<file path="src/design/ppp_pkg.sv">
// constants for the parallel printer output port
// assumes a host processor bus with byte strobes and full addresses
package ppp_pkg;
  localparam int          ADDR_W        = 24;
  localparam logic [23:0] ADDR_DATA     = 24'hfe6000;
  localparam logic [23:0] ADDR_STROBE   = 24'hfe6002;
  localparam logic [23:0] ADDR_RESTART  = 24'hfe6004;
  localparam logic [23:0] ADDR_ACK_CLR  = 24'hfe6006;
  localparam int          ST_ACK        = 0;
  localparam int          ST_BUSY       = 1;
  localparam int          ST_PAPER      = 2;
  localparam int          ST_SELECT     = 3;
  localparam int          ST_FAULT      = 4;
  localparam int          ST_SER_B      = 5;
  localparam int          ST_SER_A      = 6;
  localparam int          STAT_IN_W     = 7;
  localparam logic [7:0]  RD_ZERO       = 8'h00;
endpackage : ppp_pkg

</file>
<file path="src/design/ppp_sync.sv">
// two-stage synchroniser for a group of pin inputs
// assumes inputs are asynchronous to clk
`timescale 1ns/1ps
`default_nettype none
module ppp_sync #(
  parameter int W = 1
) (
  input  wire logic         clk,
  input  wire logic         rst_n,
  input  wire logic [W-1:0] din,
  output logic      [W-1:0] dout
);
  typedef struct packed
  {
    logic [W-1:0] s1;
    logic [W-1:0] s2;
  } ppp_sync_st_t;

  ppp_sync_st_t st;
  ppp_sync_st_t next_st;

  // s1 feeds only s2, nothing else looks at it
  always_comb
  begin
    next_st    = st;
    next_st.s1 = din;
    next_st.s2 = st.s1;
  end

  // reset to all ones so an idle active-low ack gives no false edge
  always_ff @(posedge clk)
  begin
    if (!rst_n)
      st <= '1;
    else
      st <= next_st;
  end

  assign dout = st.s2;
endmodule : ppp_sync
`default_nettype wire

</file>
<file path="src/design/ppp_port.sv">
// parallel printer output port: data latch, strobe, restart, ack latch
// host side: byte writes to the latch, status reads, control by access
// control lines are set by a write and cleared by a read of one address,
// so the written or read data of a control access carries no meaning
// printer side: eight data lines, strobe and restart out, five status in
// two serial line status bits ride along on the status read
// ack falling edge sets a latched interrupt for the interrupt port
// assumes single-cycle bus strobes from the host processor on clk
// assumes all printer and serial pins are asynchronous to clk
// assumes the host keeps strobe width and ack handshake in software
`timescale 1ns/1ps
`default_nettype none
module ppp_port
  import ppp_pkg::*;
(
  input  wire logic                      clk,
  input  wire logic                      rst_n,
  input  wire logic [ppp_pkg::ADDR_W-1:0] bus_addr,
  input  wire logic                      bus_wr,
  input  wire logic                      bus_rd,
  input  wire logic [7:0]                bus_wdata,
  output logic      [7:0]                bus_rdata,
  output logic      [7:0]                out_data,
  output logic                           strobe_n,
  output logic                           restart_n,
  output logic                           ack_irq,
  input  wire logic                      ack_n,
  input  wire logic                      busy,
  input  wire logic                      paper_out,
  input  wire logic                      online_select,
  input  wire logic                      fault_n,
  input  wire logic                      serial_b_line_status,
  input  wire logic                      serial_a_line_status
);
  import ppp_pkg::*;

  // whole state in one word; the latch shares it with the control bits
  typedef struct packed
  {
    logic [7:0] latch;
    logic       strobe_on;
    logic       restart_on;
    logic       ack_latched;
    logic       ack_prev;
    logic [7:0] rdata;
  } ppp_state_t;

  ppp_state_t st;
  ppp_state_t next_st;
  logic [STAT_IN_W-1:0] pins_raw;
  logic [STAT_IN_W-1:0] pins;
  logic                 ack_fall;
  // decoded accesses, one per address and direction
  logic                 wr_data;
  logic                 rd_status;
  logic                 wr_strobe;
  logic                 rd_strobe;
  logic                 wr_restart;
  logic                 rd_restart;
  logic                 rd_ack_clr;
  logic                 wr_ack_clr;
  logic                 rd_no_data;

  // exact compare of the full byte address, so no port aliases another
  function automatic logic hit(input logic [ADDR_W-1:0] a, input logic [ADDR_W-1:0] ref_a);
    hit = (a == ref_a);
  endfunction : hit

  // all status pins pass two flops before use
  // the two serial line bits share the status read with the printer lines
  // fault and ack stay active low as they arrive
  assign pins_raw[ST_ACK]    = ack_n;
  assign pins_raw[ST_BUSY]   = busy;
  assign pins_raw[ST_PAPER]  = paper_out;
  assign pins_raw[ST_SELECT] = online_select;
  assign pins_raw[ST_FAULT]  = fault_n;
  assign pins_raw[ST_SER_B]  = serial_b_line_status;
  assign pins_raw[ST_SER_A]  = serial_a_line_status;

  // one synchroniser for all seven; reset value one matches the idle active-low ack and fault pins
  ppp_sync #(
    .W(STAT_IN_W)
  ) u_sync (
    .clk  (clk),
    .rst_n(rst_n),
    .din  (pins_raw),
    .dout (pins)
  );

  // edge taken on the synchronised level only
  assign ack_fall = st.ack_prev & ~pins[ST_ACK];

  // address decode; reads and writes of one address are told apart here
  assign wr_data     = bus_wr && hit(bus_addr, ADDR_DATA);
  assign rd_status   = bus_rd && hit(bus_addr, ADDR_DATA);
  assign wr_strobe   = bus_wr && hit(bus_addr, ADDR_STROBE);
  assign rd_strobe   = bus_rd && hit(bus_addr, ADDR_STROBE);
  assign wr_restart  = bus_wr && hit(bus_addr, ADDR_RESTART);
  assign rd_restart  = bus_rd && hit(bus_addr, ADDR_RESTART);
  assign rd_ack_clr  = bus_rd && hit(bus_addr, ADDR_ACK_CLR);
  assign wr_ack_clr  = bus_wr && hit(bus_addr, ADDR_ACK_CLR);
  // reads of anything but status return zero
  assign rd_no_data  = !rd_status;

  // next-state: bus decode, ack latch and board reset
  always_comb
  begin
    next_st          = st;
    next_st.ack_prev = pins[ST_ACK];
    next_st.rdata    = RD_ZERO;
    // the latch has no reset of its own; only a write changes it
    if (wr_data)
    begin
      next_st.latch = bus_wdata;
    end
    // write turns the strobe on, a read turns it off; the read wins a tie
    if (wr_strobe)
    begin
      next_st.strobe_on = 1'b1;
    end
    if (rd_strobe)
    begin
      next_st.strobe_on = 1'b0;
    end
    // restart follows the same set-by-write, clear-by-read pattern
    if (wr_restart)
    begin
      next_st.restart_on = 1'b1;
    end
    if (rd_restart)
    begin
      next_st.restart_on = 1'b0;
    end
    // any read here clears; a write to this address is ignored
    if (rd_ack_clr)
    begin
      next_st.ack_latched = 1'b0;
    end
    // set after clear so a coinciding edge survives
    if (ack_fall)
    begin
      next_st.ack_latched = 1'b1;
    end
    // status is the synced pin image; the ack bit is only a short pulse
    if (rd_status)
    begin
      // top bit undefined, read as zero
      next_st.rdata = {1'b0, pins};
    end
    // board reset drops control and the ack latch but keeps the data byte,
    // so a reset in mid-job does not lose the character on the lines
    if (!rst_n)
    begin
      next_st.strobe_on   = 1'b0;
      next_st.restart_on  = 1'b0;
      next_st.ack_latched = 1'b0;
      next_st.ack_prev    = 1'b1;
      next_st.rdata       = RD_ZERO;
      next_st.latch       = st.latch;
    end
  end

  // one register for the whole state; reset is folded into next_st above
  always_ff @(posedge clk)
  begin
    st <= next_st;
  end

  // outputs; the strobe and restart lines are active low at the pins, data and ack_irq are not
  // strobe and restart are inverted once, here, so state stays active high
  assign out_data  = st.latch;
  assign strobe_n  = ~st.strobe_on;
  assign restart_n = ~st.restart_on;
  assign ack_irq   = st.ack_latched;
  assign bus_rdata = st.rdata;

  // access effects and the ack latch
  a_strobe_set: assert property (@(posedge clk) disable iff (!rst_n)
    bus_wr && hit(bus_addr, ADDR_STROBE) && !bus_rd |=> !strobe_n)
    else $error("strobe not asserted after write");
  a_strobe_clr: assert property (@(posedge clk) disable iff (!rst_n)
    bus_rd && hit(bus_addr, ADDR_STROBE) |=> strobe_n)
    else $error("strobe not dropped after read");
  a_restart_ctl: assert property (@(posedge clk) disable iff (!rst_n)
    bus_rd && hit(bus_addr, ADDR_RESTART) |=> restart_n)
    else $error("restart not dropped after read");
  a_latch_write: assert property (@(posedge clk) disable iff (!rst_n)
    bus_wr && hit(bus_addr, ADDR_DATA) |=> out_data == $past(bus_wdata))
    else $error("data latch not updated");
  a_ack_set: assert property (@(posedge clk) disable iff (!rst_n)
    ack_fall |=> ack_irq)
    else $error("ack edge not latched");
  a_ack_wins: assert property (@(posedge clk) disable iff (!rst_n)
    ack_fall && bus_rd && hit(bus_addr, ADDR_ACK_CLR) |=> ack_irq)
    else $error("clear beat ack edge");
  a_ack_clear: assert property (@(posedge clk) disable iff (!rst_n)
    !ack_fall && bus_rd && hit(bus_addr, ADDR_ACK_CLR) |=> !ack_irq)
    else $error("ack not cleared");
  a_reset_out: assert property (@(posedge clk)
    !rst_n |=> strobe_n && restart_n)
    else $error("strobe or restart active after reset");
  a_status_read: assert property (@(posedge clk) disable iff (!rst_n)
    bus_rd && hit(bus_addr, ADDR_DATA) |=> bus_rdata[ST_BUSY] == $past(pins[ST_BUSY]))
    else $error("status busy bit wrong");
  a_single_edge: assert property (@(posedge clk) disable iff (!rst_n)
    ack_fall |=> !ack_fall)
    else $error("ack edge seen twice");

  // strobe and restart move only on their own accesses or reset
  a_restart_set: assert property (@(posedge clk) disable iff (!rst_n)
    wr_restart && !rd_restart |=> !restart_n)
    else $error("restart not asserted after write");

  a_strobe_hold: assert property (@(posedge clk) disable iff (!rst_n)
    !wr_strobe && !rd_strobe |=> $stable(strobe_n))
    else $error("strobe moved without access");

  a_restart_hold: assert property (@(posedge clk) disable iff (!rst_n)
    !wr_restart && !rd_restart |=> $stable(restart_n))
    else $error("restart moved without access");

  a_strobe_race: assert property (@(posedge clk) disable iff (!rst_n)
    wr_strobe && rd_strobe |=> strobe_n)
    else $error("strobe read lost to write");

  a_restart_race: assert property (@(posedge clk) disable iff (!rst_n)
    wr_restart && rd_restart |=> restart_n)
    else $error("restart read lost to write");

  a_strobe_on: assert property (@(posedge clk) disable iff (!rst_n)
    $fell(strobe_n) |-> $past(wr_strobe))
    else $error("strobe on without write");

  a_strobe_off: assert property (@(posedge clk) disable iff (!rst_n)
    $rose(strobe_n) |-> $past(rd_strobe) || !$past(rst_n))
    else $error("strobe off without read");

  a_restart_on: assert property (@(posedge clk) disable iff (!rst_n)
    $fell(restart_n) |-> $past(wr_restart))
    else $error("restart on without write");

  a_restart_off: assert property (@(posedge clk) disable iff (!rst_n)
    $rose(restart_n) |-> $past(rd_restart) || !$past(rst_n))
    else $error("restart off without read");

  // ack latch: set only by a synced edge, cleared only by a read or reset
  a_ack_hold: assert property (@(posedge clk) disable iff (!rst_n)
    !rd_ack_clr && !ack_fall |=> $stable(ack_irq))
    else $error("ack latch moved without cause");

  a_clr_wr_ignored: assert property (@(posedge clk) disable iff (!rst_n)
    wr_ack_clr && !rd_ack_clr && ack_irq |=> ack_irq)
    else $error("write cleared ack latch");

  a_ack_edge_only: assert property (@(posedge clk) disable iff (!rst_n)
    !ack_fall && !ack_irq |=> !ack_irq)
    else $error("ack latch set without edge");

  a_ack_needs_high: assert property (@(posedge clk) disable iff (!rst_n)
    ack_fall |-> $past(pins[ST_ACK]))
    else $error("ack edge without prior high");

  a_ack_rise: assert property (@(posedge clk) disable iff (!rst_n)
    $rose(ack_irq) |-> $past(ack_fall))
    else $error("ack latch rose without edge");

  a_ack_drop: assert property (@(posedge clk) disable iff (!rst_n)
    $fell(ack_irq) |-> $past(rd_ack_clr) || !$past(rst_n))
    else $error("ack latch fell without read");

  // read data and the data latch
  a_status_word: assert property (@(posedge clk) disable iff (!rst_n)
    rd_status |=> bus_rdata == {1'b0, $past(pins)})
    else $error("status word wrong");

  a_status_ack: assert property (@(posedge clk) disable iff (!rst_n)
    rd_status |=> bus_rdata[ST_ACK] == $past(pins[ST_ACK]))
    else $error("status ack bit wrong");

  a_status_top: assert property (@(posedge clk) disable iff (!rst_n)
    rd_status |=> !bus_rdata[STAT_IN_W])
    else $error("status top bit not zero");

  a_status_fault: assert property (@(posedge clk) disable iff (!rst_n)
    rd_status |=> bus_rdata[ST_FAULT] == $past(pins[ST_FAULT]))
    else $error("status fault bit wrong");

  a_rdata_zero: assert property (@(posedge clk) disable iff (!rst_n)
    rd_no_data |=> bus_rdata == RD_ZERO)
    else $error("read data not zero");

  a_latch_stable: assert property (@(posedge clk)
    (rst_n && wr_data) ##1 !wr_data |=> $stable(out_data))
    else $error("data latch changed without write");

  a_rdata_reset: assert property (@(posedge clk)
    !rst_n |=> bus_rdata == RD_ZERO && !ack_irq)
    else $error("read data or ack set after reset");
endmodule : ppp_port
`default_nettype wire

</file>
<file path="config.mk">
export PLATFORM = sky130hd
export DESIGN_NAME = ppp_port
export DESIGN_NICKNAME = d
export VERILOG_FILES = /design/src/design/ppp_pkg.sv /design/src/design/ppp_sync.sv /design/src/design/ppp_port.sv
export SDC_FILE = /design/constraint.sdc
export NUM_CORES = 1
export LEC_CHECK = 0
export BUFFER_PORTS_ARGS = -buffer_cell sky130_fd_sc_hd__buf_4
export CAP_MARGIN = 5
export CORE_MARGIN = 2
export CORE_UTILIZATION = 45
export DETAILED_ROUTE_END_ITERATION = 7
export GPL_ROUTABILITY_DRIVEN = 0
export PLACE_DENSITY_LB_ADDON = 0.12
export SLEW_MARGIN = 20
export SYNTH_ARGS = -nofsm -noshare
export SYNTH_HDL_FRONTEND = slang
export SYNTH_SLANG_ARGS = --single-unit
</file>
<file path="constraint.sdc">
create_clock -name clk -period 4.2 [get_ports clk]
set_input_delay 1.26 -clock clk [delete_from_list [all_inputs] [get_ports clk]]
set_output_delay 1.26 -clock clk [all_outputs]
set_load 0.03 [all_outputs]
</file>
==> impl_metrics.ini <==
[run_status]
status = completed

[drt]
ant_nets = 0
drt_iter0_drc = 16
dr.pass1.iters = 4
wl_um = 1990
drc = 0
vias = 842
wl_per_cell_um = 10.9
viasPerCell = 4.63

[clock_tree]
h-tree-depth = 2
clock_path_buffers = 2
cts.sinks = 33
clk_pin_slew_worst_paths_ns = 0.09
cts_resized = 0
cts_made_buffers = 5
root_buffer = clkbuf_4
post_cts_buffers = 0
clock_latency_ns = 0.31
hold_buffers = 0
cts_tree = done

[worst_setup_path]
crit_fanout = 8
cp-end-kind = register
critPathRequiredTime_ns = 4.19
cp.arrival_ns = 2.57
critPathLaunchType = primary input
worst-setup-path-type = primary input to register

[grt]
antenna_found_initial = 0
grt.overflow.total = 0
grt_pass1_vias = 792
gr-usage-all-layers_pct = 13.3
grt_max_degree = 19
grt_pass1_wl_um = 3220

[synth]
synth_ff_type = dfxtp_1
synth_top_area_cell = dfxtp_1
syn_area_per_cell_sq_um = 11.9
ys_warn_count = 0
synth_top_area_share_pct = 41.5
synth_nets = 144
async_flop_share_pct = 0
ys_ff_latch = 33
synth_most_common_cell = dfxtp_1
syn_area_sq_um = 1200
ys_top_cells_by_count = 25 x dfxtp_1, 16 x buf_4, 16 x nand2b_1
seq_area_frac_synth_pct = 61.5
synth_edf_count = 8
synth_area_leaders = dfxtp_1 42%, edfxtp_1 20%, buf_4 10%, nand2b_1 8.3%, and2_1 3.6%
synth_cell_types = 26
netlist_instances = 101

[finish]
area_growth_pct = 34.3
antenna_cells = 0
fin_util_pct = 64.7
layout-drive-gt1-share_pct = 45.4
nets = 194
n_fill_cell = 213
final_cells = 182

[sta]
drv_slew = 0
tns_ns = 0
period_needed_ns = 2.58
fin_crit_sh_pct = 61.4
worst_slack_ns = 1.62
max_freq_mhz = 388
report.final.hold_viol_count = 0
setup_viol = 0
rsz0062_at_grt = no
finClkSkew_ns = 0.00915

[die]
die_h_um = 55.7
ios = 62
start_util_pct = 48.2
fp.dieW_um = 55.7
core_area_sq_um = 2500
dieArea_sq_um = 3110
core.rowCount = 18

[place]
portBuffers = 60
dp_worst_setup_slack_ns = 1.28
hpwl_um = 1620
placed_cells = 174

[pwr]
leakagePower_uw = 0.000700
ir_drop_mv = 0.265
power_density_nw_per_um2 = 329

[flow_run]
drv_cap = 0

[min_path]
hold_path.class = register to register
==> cells by family after synthesis <==
| family | Yosys count | synth area share, % |
|---|---|---|
| AOI/OAI and AO/OA | 6 | 3.95 |
| DFF | 33 | 61.5 |
| buffers and inverters | 20 | 11.2 |
| other | 1 | 0.311 |
| and+or+nand+nor | 41 | 23.1 |
==> worst max-delay path, stage by stage <==
cell      delay [ns]
buf_4           0.11
nor4_2          0.28
nand4b_2        0.21
nor3_1          0.29
and3_1          0.42
==> where the power goes <==
part / internal [uW] / total [uW] / switching [uW]
registers: 331 / 333 / 1.50
logic: 31.5 / 46.2 / 14.8
clock network: 64.2 / 153 / 88.9
==> per-layer routing <==
metal,global-route usage [%],routed length [um]
met5,0,0
met4,7.32,31
met3,5.12,176
met2,24.1,1050
met1,12.8,731
==> sequential cells by signal, summed over array words and instances, names as in the netlist <==
name            flops
ack_irq             1
st                  3
u_sync.dout         7
u_sync.next_st      7
out_data            8
bus_rdata           7
==> through the flow <==
step / power [uW] / area (sq um) / hold slack (ns)
global placement: 386 / 1570 / 0.391
CTS: 540 / 1620 / 0.410
detailed placement: 387 / 1570 / 0.392
global route: 555 / 1620 / 0.418
finish: 532 / 1620 / 0.403
floorplan: 353 / 1200 / 0.386
==> area by class of cell <==
cell class | instances | area [sq um] | area share, %
sequential | 33 | 741 | 45.8
timing repair buffer | 60 | 450 | 27.8
multi-input combinational | 48 | 329 | 20.3
clock buffer | 7 | 45.0 | 2.78
tap | 30 | 37.5 | 2.32
inverter | 3 | 11.3 | 0.696
clock inverter | 1 | 3.75 | 0.232
==> path summary, 6_finish.rpt <==
path                                              startpoint  cells after the start  slack (ns)                   endpoint
worst min-delay path            u_sync.next_st[4]$_SDFF_PN1_                      1        0.40  u_sync.dout[4]$_SDFF_PN1_
worst max register to register           st[10]$_SDFFE_PP0P_                      3        3.40        st[10]$_SDFFE_PP0P_
worst min register to register  u_sync.next_st[4]$_SDFF_PN1_                      1        0.40  u_sync.dout[4]$_SDFF_PN1_
worst max-delay path                             bus_addr[8]                      5        1.62      out_data[0]$_DFFE_PP_
==> placed cells by master, fill, tap and decap left out, drive strengths merged <==
cell,instances
a21oi,2
a311oi,1
and2,7
and3,1
and4b,1
buf,60
clkbuf,7
clkinv,1
conb,1
dfxtp,25
edfxtp,8
inv,3
nand2,3
nand2b,16
nand3,1
nand3b,2
nand4,1
nand4b,1
nor2b,1
nor3,1
nor4,3
nor4b,1
o41a,1
o41ai,2
or2,1
or4,1
No activity file was read; power rests on OpenSTA's default activity.
